`src/design/fan_mon_pkg.sv`:
```
`default_nettype none
package fan_mon_pkg;
	localparam logic [7:0]  OFF_CTRL = 8'h00;
	localparam logic [7:0]  OFF_STAT = 8'h04;
	localparam logic [7:0]  OFF_HIGH = 8'h08;
	localparam logic [7:0]  OFF_LOW  = 8'h0c;
	localparam int          READ_LSB = 16;
	localparam int          BIT_IN_EN = 15;
	localparam int          BIT_RDY_EN = 14;
	localparam int          EDGE_LSB = 11;
	localparam int          BIT_MODE = 10;
	localparam int          BIT_FILT = 8;
	localparam int          BIT_EN = 1;
	localparam int          BIT_LIM_EN = 0;
	localparam logic [15:0] COUNT_MAX = 16'hffff;
	localparam logic [15:0] COUNT_ONE = 16'h0001;
	localparam logic [15:0] COUNT_ZERO = 16'h0000;
	localparam logic [15:0] HIGH_RST = 16'hffff;
	localparam logic [15:0] LOW_RST = 16'h0000;
	localparam logic [3:0]  EDGES_SEL0 = 4'h2;
	localparam logic [3:0]  EDGES_SEL1 = 4'h3;
	localparam logic [3:0]  EDGES_SEL2 = 4'h5;
	localparam logic [3:0]  EDGES_SEL3 = 4'h9;
	localparam logic [3:0]  EDGE_ONE = 4'h1;
	localparam int          SYS_PERIOD_NS = 10;
	localparam int          REF_PERIOD_NS = 10000;
	localparam int          REF_DIV = (REF_PERIOD_NS + SYS_PERIOD_NS - 1) / SYS_PERIOD_NS;
	localparam logic [1:0]  FILT_TICKS = 2'h2;
	localparam logic [1:0]  RESP_OKAY = 2'h0;
	localparam logic [1:0]  RESP_SLVERR = 2'h2;

	typedef struct packed {
		logic       in_en;
		logic       rdy_en;
		logic [1:0] edges;
		logic       mode;
		logic       filt;
		logic       en;
		logic       lim_en;
	} ctrl_s;

	typedef struct packed {
		logic tog;
		logic rdy;
		logic lim;
	} stat_s;

	typedef enum logic [2:0] {
		M_IDLE = 3'b001,
		M_WAIT = 3'b010,
		M_GATE = 3'b100
	} meas_e;

	function automatic logic [3:0] edges_target(input logic [1:0] sel);
		case (sel)
			2'h0: edges_target = EDGES_SEL0;
			2'h1: edges_target = EDGES_SEL1;
			2'h2: edges_target = EDGES_SEL2;
			default: edges_target = EDGES_SEL3;
		endcase
	endfunction
endpackage
`default_nettype wire

```
`src/design/ref_tick_div.sv`:
```
`timescale 1ns/1ns
`default_nettype none
module ref_tick_div #(
	parameter int DIV = 1000
) (
	input  wire logic clk_sys,
	input  wire logic rst_n,
	output logic      tick
);
	logic [15:0] cnt;
	wire         last = (cnt == 16'(DIV - 1));

	always_ff @(posedge clk_sys or negedge rst_n) begin
		if (!rst_n)
			cnt <= 16'h0000;
		else
			cnt <= last ? 16'h0000 : cnt + 16'h0001;
	end

	always_ff @(posedge clk_sys or negedge rst_n) begin
		if (!rst_n)
			tick <= 1'b0;
		else
			tick <= last;
	end
endmodule
`default_nettype wire

```
`src/design/fan_edge_sync.sv`:
```
`timescale 1ns/1ns
`default_nettype none
module fan_edge_sync
	import fan_mon_pkg::*;
(
	input  wire logic clk_sys,
	input  wire logic rst_n,
	input  wire logic tick,
	input  wire logic fan_in,
	output logic      raw_rise,
	output logic      raw_toggle,
	output logic      filt_rise
);
	logic       s1;
	logic       s2;
	logic       s3;
	logic       flvl;
	logic       fprev;
	logic [1:0] stable;

	// s1 feeds s2 only; edges are taken after the second stage
	always_ff @(posedge clk_sys or negedge rst_n) begin
		if (!rst_n) begin
			s1 <= 1'b0;
			s2 <= 1'b0;
			s3 <= 1'b0;
			fprev <= 1'b0;
		end else begin
			s1 <= fan_in;
			s2 <= s1;
			s3 <= s2;
			fprev <= flvl;
		end
	end

	// level must differ across two reference ticks before it is believed
	always_ff @(posedge clk_sys or negedge rst_n) begin
		if (!rst_n) begin
			flvl <= 1'b0;
			stable <= 2'h0;
		end else if (s2 == flvl) begin
			stable <= 2'h0;
		end else if (tick) begin
			stable <= (stable == FILT_TICKS - 2'h1) ? 2'h0 : stable + 2'h1;
			flvl <= (stable == FILT_TICKS - 2'h1) ? s2 : flvl;
		end
	end

	assign raw_rise = s2 & ~s3;
	assign raw_toggle = s2 ^ s3;
	assign filt_rise = flvl & ~fprev;
endmodule
`default_nettype wire

```
`src/design/fan_speed_monitor_ctrl.sv`:
```
// The AXI4-Lite interface to the registers was left to the implementer.
`timescale 1ns/1ns
`default_nettype none
module fan_speed_monitor_ctrl
	import fan_mon_pkg::*;
#(
	parameter int AW = 8,
	parameter int DIV = REF_DIV
) (
	input  wire logic          clk_sys,
	input  wire logic          rst_n,
	input  wire logic          fan_in,
	input  wire logic [AW-1:0] s_axi_awaddr,
	input  wire logic          s_axi_awvalid,
	output logic               s_axi_awready,
	input  wire logic [31:0]   s_axi_wdata,
	input  wire logic [3:0]    s_axi_wstrb,
	input  wire logic          s_axi_wvalid,
	output logic               s_axi_wready,
	output logic [1:0]         s_axi_bresp,
	output logic               s_axi_bvalid,
	input  wire logic          s_axi_bready,
	input  wire logic [AW-1:0] s_axi_araddr,
	input  wire logic          s_axi_arvalid,
	output logic               s_axi_arready,
	output logic [31:0]        s_axi_rdata,
	output logic [1:0]         s_axi_rresp,
	output logic               s_axi_rvalid,
	input  wire logic          s_axi_rready,
	output logic               irq
);
	function automatic logic hit(input logic [AW-1:0] a, input logic [7:0] off);
		hit = (a[7:2] == off[7:2]);
	endfunction

	function automatic logic [31:0] merge(input logic [31:0] old, input logic [31:0] nw,
		input logic [3:0] strb);
		for (int i = 0; i < 4; i++)
			merge[i*8 +: 8] = strb[i] ? nw[i*8 +: 8] : old[i*8 +: 8];
	endfunction

	ctrl_s       ctrl;
	stat_s       stat;
	meas_e       state;
	logic [15:0] reading;
	logic [15:0] cnt;
	logic [15:0] high_lim;
	logic [15:0] low_lim;
	logic [3:0]  seen;
	logic        aw_full;
	logic        w_full;
	logic [AW-1:0] aw_addr;
	logic [31:0] w_data;
	logic [3:0]  w_strb;
	logic        tick;
	logic        raw_rise;
	logic        raw_toggle;
	logic        filt_rise;

	ref_tick_div #(
		.DIV (DIV)
	) u_div (
		.clk_sys (clk_sys),
		.rst_n   (rst_n),
		.tick    (tick)
	);

	fan_edge_sync u_sync (
		.clk_sys    (clk_sys),
		.rst_n      (rst_n),
		.tick       (tick),
		.fan_in     (fan_in),
		.raw_rise   (raw_rise),
		.raw_toggle (raw_toggle),
		.filt_rise  (filt_rise)
	);

	// ---- register bus
	wire do_wr = aw_full & w_full & ~s_axi_bvalid;
	wire wr_ctrl = hit(aw_addr, OFF_CTRL);
	wire wr_stat = hit(aw_addr, OFF_STAT);
	wire wr_high = hit(aw_addr, OFF_HIGH);
	wire wr_low = hit(aw_addr, OFF_LOW);
	wire wr_map = wr_ctrl | wr_stat | wr_high | wr_low;
	wire rd_ctrl = hit(s_axi_araddr, OFF_CTRL);
	wire rd_stat = hit(s_axi_araddr, OFF_STAT);
	wire rd_high = hit(s_axi_araddr, OFF_HIGH);
	wire rd_low = hit(s_axi_araddr, OFF_LOW);
	wire rd_map = rd_ctrl | rd_stat | rd_high | rd_low;
	wire ar_go = s_axi_arvalid & s_axi_arready;

	// reading bits sit in [31:16] and a control write takes only the control fields, so writes cannot reach them
	wire [31:0] ctrl_word = {reading, ctrl.in_en, ctrl.rdy_en, 1'b0, ctrl.edges,
		ctrl.mode, 1'b0, ctrl.filt, 6'h00, ctrl.en, ctrl.lim_en};
	wire [31:0] stat_word = {29'h0000_0000, stat};
	wire [31:0] wr_val = merge(ctrl_word, w_data, w_strb);
	wire [31:0] wr_lim_h = merge({16'h0000, high_lim}, w_data, w_strb);
	wire [31:0] wr_lim_l = merge({16'h0000, low_lim}, w_data, w_strb);
	wire [31:0] rd_mux = rd_ctrl ? ctrl_word :
		rd_stat ? stat_word :
		rd_high ? {16'h0000, high_lim} :
		rd_low ? {16'h0000, low_lim} : 32'h0000_0000;

	assign s_axi_awready = ~aw_full & ~s_axi_bvalid;
	assign s_axi_wready = ~w_full & ~s_axi_bvalid;
	assign s_axi_arready = ~s_axi_rvalid;

	always_ff @(posedge clk_sys or negedge rst_n) begin
		if (!rst_n) begin
			aw_full <= 1'b0;
			aw_addr <= '0;
		end else if (s_axi_awvalid & s_axi_awready) begin
			aw_full <= 1'b1;
			aw_addr <= s_axi_awaddr;
		end else if (do_wr) begin
			aw_full <= 1'b0;
		end
	end

	always_ff @(posedge clk_sys or negedge rst_n) begin
		if (!rst_n) begin
			w_full <= 1'b0;
			w_data <= 32'h0000_0000;
			w_strb <= 4'h0;
		end else if (s_axi_wvalid & s_axi_wready) begin
			w_full <= 1'b1;
			w_data <= s_axi_wdata;
			w_strb <= s_axi_wstrb;
		end else if (do_wr) begin
			w_full <= 1'b0;
		end
	end

	always_ff @(posedge clk_sys or negedge rst_n) begin
		if (!rst_n) begin
			s_axi_bvalid <= 1'b0;
			s_axi_bresp <= RESP_OKAY;
		end else if (do_wr) begin
			s_axi_bvalid <= 1'b1;
			s_axi_bresp <= wr_map ? RESP_OKAY : RESP_SLVERR;
		end else if (s_axi_bready) begin
			s_axi_bvalid <= 1'b0;
		end
	end

	always_ff @(posedge clk_sys or negedge rst_n) begin
		if (!rst_n) begin
			s_axi_rvalid <= 1'b0;
			s_axi_rdata <= 32'h0000_0000;
			s_axi_rresp <= RESP_OKAY;
		end else if (ar_go) begin
			s_axi_rvalid <= 1'b1;
			s_axi_rdata <= rd_mux;
			s_axi_rresp <= rd_map ? RESP_OKAY : RESP_SLVERR;
		end else if (s_axi_rready) begin
			s_axi_rvalid <= 1'b0;
		end
	end

	always_ff @(posedge clk_sys or negedge rst_n) begin
		if (!rst_n) begin
			ctrl <= '0;
		end else if (do_wr & wr_ctrl) begin
			ctrl.in_en <= wr_val[BIT_IN_EN];
			ctrl.rdy_en <= wr_val[BIT_RDY_EN];
			ctrl.edges <= wr_val[EDGE_LSB +: 2];
			ctrl.mode <= wr_val[BIT_MODE];
			ctrl.filt <= wr_val[BIT_FILT];
			ctrl.en <= wr_val[BIT_EN];
			ctrl.lim_en <= wr_val[BIT_LIM_EN];
		end
	end

	always_ff @(posedge clk_sys or negedge rst_n) begin
		if (!rst_n) begin
			high_lim <= HIGH_RST;
			low_lim <= LOW_RST;
		end else if (do_wr & wr_high) begin
			high_lim <= wr_lim_h[15:0];
		end else if (do_wr & wr_low) begin
			low_lim <= wr_lim_l[15:0];
		end
	end

	// ---- measurement
	wire run = ctrl.en;
	wire q_rise = ctrl.filt ? filt_rise : raw_rise;
	wire m0_inc = run & ~ctrl.mode & raw_rise;
	wire in_gate = (state == M_GATE);
	wire gate_edge = run & ctrl.mode & q_rise;
	wire tick_g = run & ctrl.mode & tick & in_gate;
	wire done_edge = gate_edge & in_gate & (seen + EDGE_ONE == edges_target(ctrl.edges));
	wire sat = tick_g & ~done_edge & (cnt == COUNT_MAX - COUNT_ONE);
	wire latch = done_edge | sat;
	wire upd = m0_inc | latch;
	// saturation reports all ones so a high limit below it trips
	wire [15:0] next_read = m0_inc ? cnt + COUNT_ONE : sat ? COUNT_MAX : cnt;
	wire [15:0] next_cnt = m0_inc ? cnt + COUNT_ONE :
		latch ? COUNT_ZERO :
		tick_g ? cnt + COUNT_ONE :
		(gate_edge & state == M_WAIT) ? COUNT_ZERO : cnt;
	wire lim_hit = upd & ((next_read > high_lim) | (next_read < low_lim));

	always_ff @(posedge clk_sys or negedge rst_n) begin
		if (!rst_n) begin
			state <= M_IDLE;
			seen <= 4'h0;
		end else if (!ctrl.mode) begin
			state <= M_IDLE;
			seen <= 4'h0;
		end else if (run) begin
			case (state)
				M_IDLE: begin
					state <= M_WAIT;
				end
				M_WAIT: begin
					if (gate_edge) begin
						state <= M_GATE;
						seen <= EDGE_ONE;
					end
				end
				M_GATE: begin
					if (done_edge) begin
						seen <= EDGE_ONE;  // closing edge opens the next interval
					end else if (sat) begin
						state <= M_WAIT;
						seen <= 4'h0;
					end else if (gate_edge) begin
						seen <= seen + EDGE_ONE;
					end
				end
				default: begin
					state <= M_IDLE;
					seen <= 4'h0;
				end
			endcase
		end
	end

	always_ff @(posedge clk_sys or negedge rst_n) begin
		if (!rst_n)
			cnt <= COUNT_ZERO;
		else
			cnt <= next_cnt;
	end

	always_ff @(posedge clk_sys or negedge rst_n) begin
		if (!rst_n)
			reading <= COUNT_ZERO;
		else if (upd)
			reading <= next_read;
	end

	// ---- status and interrupt; a set in the clearing cycle wins
	wire [2:0] st_set = {run & raw_toggle, latch, lim_hit};
	wire [2:0] st_clr = (do_wr & wr_stat) ? wr_val[2:0] & {3{w_strb[0]}} : 3'h0;
	wire [2:0] st_mask = {ctrl.in_en, ctrl.rdy_en, ctrl.lim_en};

	always_ff @(posedge clk_sys or negedge rst_n) begin
		if (!rst_n)
			stat <= '0;
		else
			stat <= (stat & ~st_clr) | st_set;
	end

	assign irq = |(stat & st_mask);
endmodule
`default_nettype wire

```
`config.mk`:
```
export PLATFORM = sky130hd
export DESIGN_NAME = fan_speed_monitor_ctrl
export DESIGN_NICKNAME = d
export VERILOG_FILES = /design/src/design/fan_mon_pkg.sv /design/src/design/ref_tick_div.sv /design/src/design/fan_edge_sync.sv /design/src/design/fan_speed_monitor_ctrl.sv
export SDC_FILE = /design/constraint.sdc
export NUM_CORES = 1
export LEC_CHECK = 0
export ABC_AREA = 1
export BUFFER_PORTS_ARGS = -buffer_cell sky130_fd_sc_hd__buf_2
export CORE_UTILIZATION = 59
export DETAILED_ROUTE_END_ITERATION = 7
export PLACE_DENSITY = 0.81
export SLEW_MARGIN = 20
export SYNTH_ARGS = -nofsm -noshare
export SYNTH_HDL_FRONTEND = slang
export SYNTH_SLANG_ARGS = --single-unit
```
`constraint.sdc`:
```
create_clock -name clk_sys -period 3.5 [get_ports clk_sys]
set_clock_uncertainty 0.05 [all_clocks]
set_input_delay 0.175 -clock clk_sys [delete_from_list [all_inputs] [get_ports clk_sys]]
set_output_delay 0.175 -clock clk_sys [all_outputs]
set_load 0.01 [all_outputs]
```
=== After elaboration in Yosys (flattened, before gate mapping) ===
Cells that the tools add are included.

* Magnitude comparators: 2
* Equal/unequal tests: 22
* Add/subtract/negate cells: 4
* Multiplexer cells: 40
* Reduce and logical (&&, ||, !) cells: 18
* Bitwise gates (word level): 51

{| class="wikitable"
|+ Operators with widths
! operator !! number
|-
| $mux W16 || 10
|-
| $add A16 B1 Y16 const B || 2
|-
| $mux W32 || 1
|-
| $and A1 B1 Y1 || 26
|-
| $eq A6 B2 Y1 const B || 4
|-
| $mux W4 || 6
|-
| $pmux W4 S3 || 2
|-
| $mux W3 || 7
|-
| $eq A16 B10 Y1 const B || 1
|-
| $eq A16 B16 Y1 const B || 1
|-
| $gt A16 B16 Y1 || 1
|-
| $lt A16 B16 Y1 || 1
|-
| $eq A6 B1 Y1 const B || 2
|-
| $logic_not A6 Y1 || 2
|-
| $mux W2 || 5
|-
| $not A1 Y1 || 10
|-
| $reduce_bool A2 Y1 || 5
|-
| $and A3 B3 Y3 || 3
|-
| $or A1 B1 Y1 || 9
|-
| $pmux W3 S3 || 1
|-
| $reduce_and A3 Y1 || 3
|-
| $mux W1 || 8
|-
| $reduce_and A4 Y1 || 2
|-
| $ne A3 B3 Y1 const B || 2
|-
| 19 further kinds || 23
|}

* Input port bits: 60
* Output and inout port bits: 42
* Bits in registers: 172
* Word-level logic and storage cells: 173

=== Depth between registers and ports, before layout ===
* Depth after elaboration: 15
* Gate-level depth with buffers: 24
* Gate-level depth less buffers: 24

=== Cells and area by module ===
A second synthesis with hierarchy kept.

* Cells, all modules: 1,064
* Area, all modules: 8,685.8 um2

{| class="wikitable"
|+ By module, submodules not included
! module !! instances !! cells an instance !! area each (um2) !! seq. area each (um2)
|-
| fan_speed_monitor_ctrl || 1 || 899 || 7,489.7 || 3,624.7
|-
| ref_tick_div || 1 || 138 || 933.4 || 425.4
|-
| fan_edge_sync || 1 || 27 || 262.8 || 175.2
|}

=== Least setup slack after synthesis ===
Ideal clock, no wire load.

* Kind: reg2reg
* Start: reg cnt[0]
* End: reg stat[0] (netlist bit)
* Buffers on the path: 0
* Clock period less this slack: 2,730 ps
* Library setup time: 120 ps
* Cell stages (with the launch flop): 18
* Data required time: 3,330 ps
* Data arrival time: 2,559 ps
* Slack: 770 ps
* Cell sequence: dfrtp_1 > inv_2 > nor4_4 > nand3_2 > nor3_2 > and3_4 > nand3_2 > xor2_1 > nand2_1 > o21ai_1 > ha_1 > nand4_1 > nor3_1 > nand4_1 > nand2_1 > nand2_1 > nand2_1 > nand2_1

* Word-level cells in the longest chain between the ends: 8
* Elaborated cells between the ends (all ways): 12
* Classes of those cells: 1 x add/sub; 2 x order compare; 1 x eq/ne; 2 x mux; 6 x bitwise

{| class="wikitable"
|+ RTL lines
! element !! RTL line !! text
|-
| from (decl) || fan_speed_monitor_ctrl.sv:46 || <nowiki>logic [15:0] cnt;</nowiki>
|-
| from (signal assigned) || fan_speed_monitor_ctrl.sv:244 || <nowiki>cnt <= next_cnt;</nowiki>
|-
| branches (longest 3 deep; another with $add A16 B1 Y16) || - ||
|-
| $mux W16 * || fan_speed_monitor_ctrl.sv:197 || <nowiki>wire [15:0] next_read = m0_inc ? cnt + COUNT_ONE : sat ? COUNT_MAX : cnt;</nowiki>
|-
| net next_read[15] || fan_speed_monitor_ctrl.sv:197 ||
|-
| $gt A16 B16 Y1 or $lt A16 B16 Y1 (tied branches) || fan_speed_monitor_ctrl.sv:202 || <nowiki>wire lim_hit = upd & ((next_read > high_lim) | (next_read < low_lim));</nowiki>
|-
| $or A1 B1 Y1 * || fan_speed_monitor_ctrl.sv:202 ||
|-
| $and A1 B1 Y1 * || fan_speed_monitor_ctrl.sv:202 ||
|-
| $or A3 B3 Y3 * || fan_speed_monitor_ctrl.sv:263 || <nowiki>stat <= (stat & ~st_clr) | st_set;</nowiki>
|-
| to (signal assigned) || fan_speed_monitor_ctrl.sv:263 ||
|-
| to (decl) || fan_speed_monitor_ctrl.sv:43 || <nowiki>stat_s stat;</nowiki>
|}

Mark *: on every way through the listed nets, which the timed path passes.
A chain may end at the register's enable or synchronous reset.

=== Final worst setup path ===
Ends and elaborated chain as after synthesis.

==> out/results.ini <==
[final_layout]
stdcell_count=1301
nets=1204
drive_gt1_share_pct=14.9
stdcell_area_um2=9980
regArea_um2=4230
fillers=1068
synthToLayoutAreaGrowth_pct=17.4
multi_input_comb_area_um2=3630
n_antenna_cell=0

[sta]
period_minus_slack_ps=3260
worst_pin_slew_ps=958
finalSetupViolCount=0
timing.final.ws_setup_ps=242
finalHoldViolations=0
report.final.slew_viol_count=0
max_slew_margin_pct=36.0
fin_crit_sh_pct=93.1
fmax_mhz=307
tns_ps=0
timing.hold.ws_ps=42.3
grt_setup_unrepaired=no

[logic_synthesis]
yosys-top-cells-count=209 x nand2_1, 151 x dfrtp_1, 144 x inv_1
async_flop_share_pct=100
ys.flop_type=dfrtp_1
synthTopCellsByArea=dfrtp_1 44%, nand2_1 9.2%, inv_1 6.4%, o21ai_0 5.7%, ha_1 5.3%
yosysTopAreaCellShare_pct=44.5
ys_ff_latch=168
yosys.area.top_type=dfrtp_1
syn_area_um2=8500
ys_types=48
synth.most_common_cell=nand2_1
seq_area_frac_synth_pct=49.7
synth_edf_count=0
avgSynthCellArea_um2=8.48
synth_cells=1002
yosys_warnings=0

[critical_path]
start_kind=flop
rrSetupSlack_ps=240
arrival_ps=3570
r2r_start=cnt[0]
cp-endpoint=stat[0]
path_max_fanout=6
worstReg2RegEnd=stat[0]
critPathKind=reg2reg
crit_start=cnt[0]
end_kind=flop
ff2ff_path_depth=15
required_ps=3820

[floorplan]
start_util_pct=60.8
die_area_um2=14900
rows=43
core_area_um2=14000
die_w_um=122
ios=102
dieHeight_um=122

[grt]
grt_max_degree=89
track_usage_pct=29.2
antenna_found_initial=0
grt_pass1_wl_um=33300
use_met2_pct=47.2
met3_usage_pct=5.24
grt_pass1_vias=6989
grt_use_met1_pct=38.8
grt_busiest_layer=met2
grt_overflow=0

[place]
dpl.hpwl_um=13800
dp.cells=1241
placed_area_um2=9090
place_ws_ps=348
gp_congestion=0.934
port_buffers=77

[outcome]
outcome=finished, final reports clean

[drt]
wirelength_um=19900
vias=7132
postRouteAntennaNets=0
wl_per_cell_um=15.3
drcViolationCount=0
first_pass_iters=5
via_per_inst=5.48
drtIter0Drc=494

[cts]
root_buffer=clkbuf_16
cts_sinks=168
cts_htree_levels=4
cts_buffer_depth=2
clk_latency_ps=430
numCtsBuffers=17
post_cts_buffers=0
cts_tree=built
clk_pin_slew_worst_paths_ps=60

[power_and_ir_drop]
vdd_drop_max_v=0.000411
powerDensity_nw_per_um2=577
power.leakage_uw=0.00497

[job]
cap_violations=0

[hold_path]
hold_path_class=in2reg

==> kinds of logic (layout without fill, tap and decap cells) <==
family | Yosys count | count (layout) | share of synthesized area, %
fa+ha+maj | 36 | 36 | 5.30
compound gates | 213 | 213 | 14.0
mux | 10 | 10 | 1.30
other cells | 1 | 2 | 0.0441
buf+inv | 176 | 294 | 7.95
flops | 168 | 168 | 49.7
simple gates | 374 | 374 | 19.2
xor+xnor | 24 | 24 | 2.47
==> where the power goes <==
| group | internal (µW) | switching [µW] |
|---|---|---|
| registers | 2350 | 238 |
| clock network | 1090 | 761 |
| logic | 491 | 832 |
==> worst max-delay path, stage by stage, from the launching register on <==
cell and delay, ps:
dfrtp_1 440, inv_2 90, nor4_4 340, nand3_2 130, nor3_2 200, xor2_1 130, o21ai_0 550, ha_1 370
a21oi_1 130, nor2_1 50, a211oi_1 220, o221a_2 240, nand2_1 60, nand2_1 50, nand2_1 60, nand2_1 90
==> placed cells by master, fill, tap and decap left out, types with 3 or more instances in the layout <==
cell type / count
nand2_1: 208
dfrtp_1: 150
inv_1: 144
o21ai_0: 95
buf_2: 76
nor2_1: 73
a21oi_1: 65
nand3_1: 37
ha_1: 36
dlygate4sd3_1: 28
xor2_1: 20
clkbuf_16: 17
dfstp_2: 17
nor3_1: 16
nand4_1: 15
o21bai_1: 10
buf_4: 10
mux2_2: 8
o211ai_1: 7
nor4_1: 6
o31ai_1: 6
clkinvlp_4: 6
o22ai_1: 5
xnor2_1: 4
nand3_2: 4
o21ai_1: 4
a211oi_1: 4
a21o_1: 4
nor3_2: 3
a31oi_1: 3
==> layer usage <==
| layer | vias up | routed length (µm) |
|---|---|---|
| met2 | 242 | 9420 |
| met5 | - | 0 |
| li1 | 3490 | - |
| met1 | 3362 | 8670 |
| met3 | 38 | 1310 |
| met4 | 0 | 466 |
==> worst min-delay path by stage <==
| stage | start | to | slack (ps) | depth (start not counted) |
|---|---|---|---|---|
| 6_report | s_axi_araddr[6] | s_axi_rresp[1] | 40 | 3 |
| 3_3_place_gp | rst_n | seen[3] | 250 | 1 |
| 5_1_grt | s_axi_araddr[6] | s_axi_rresp[1] | 60 | 3 |
| 4_1_cts | s_axi_araddr[4] | s_axi_rresp[1] | 20 | 3 |
| 2_1_floorplan | rst_n | aw_addr[2] | -170 | 0 |
| 3_5_place_dp | rst_n | seen[3] | 250 | 1 |
==> cell type report <==
type	instances	area share, %
clock buffers	21	4.62
clock inverters	11	1.24
well taps	180	2.26
multi-input cells	659	36.3
inverters	146	5.49
repair buffers	116	7.69
flip-flops and latches	168	42.4
==> registers in the layout, indices dropped and copies added (netlist names), 3 cells and up <==
name / flops
w_data: 16
cnt: 16
low_lim: 16
s_axi_rdata: 32
reading: 16
aw_addr: 6
state: 3
ctrl: 7
seen: 4
u_div.cnt: 16
high_lim: 16
stat: 3
==> stage by stage <==
| step | power (µW) | util (%) |
|---|---|---|
| finish | 5750 | 71.3 |
| global route | 6100 | 71.3 |
| CTS | 5750 | 71.2 |
| detailed placement | 3880 | 65.0 |
| global placement | 3810 | 65.0 |
| floorplan | 3470 | - |
==> timing repair <==
item	4_1_cts	5_1_grt
gates resized for setup	0	6
endpoints found under the setup margin	0	1
endpoints found under the hold margin	108	0
hold buffers	28	0
Note: power is estimated with default switching activity, not from simulation.
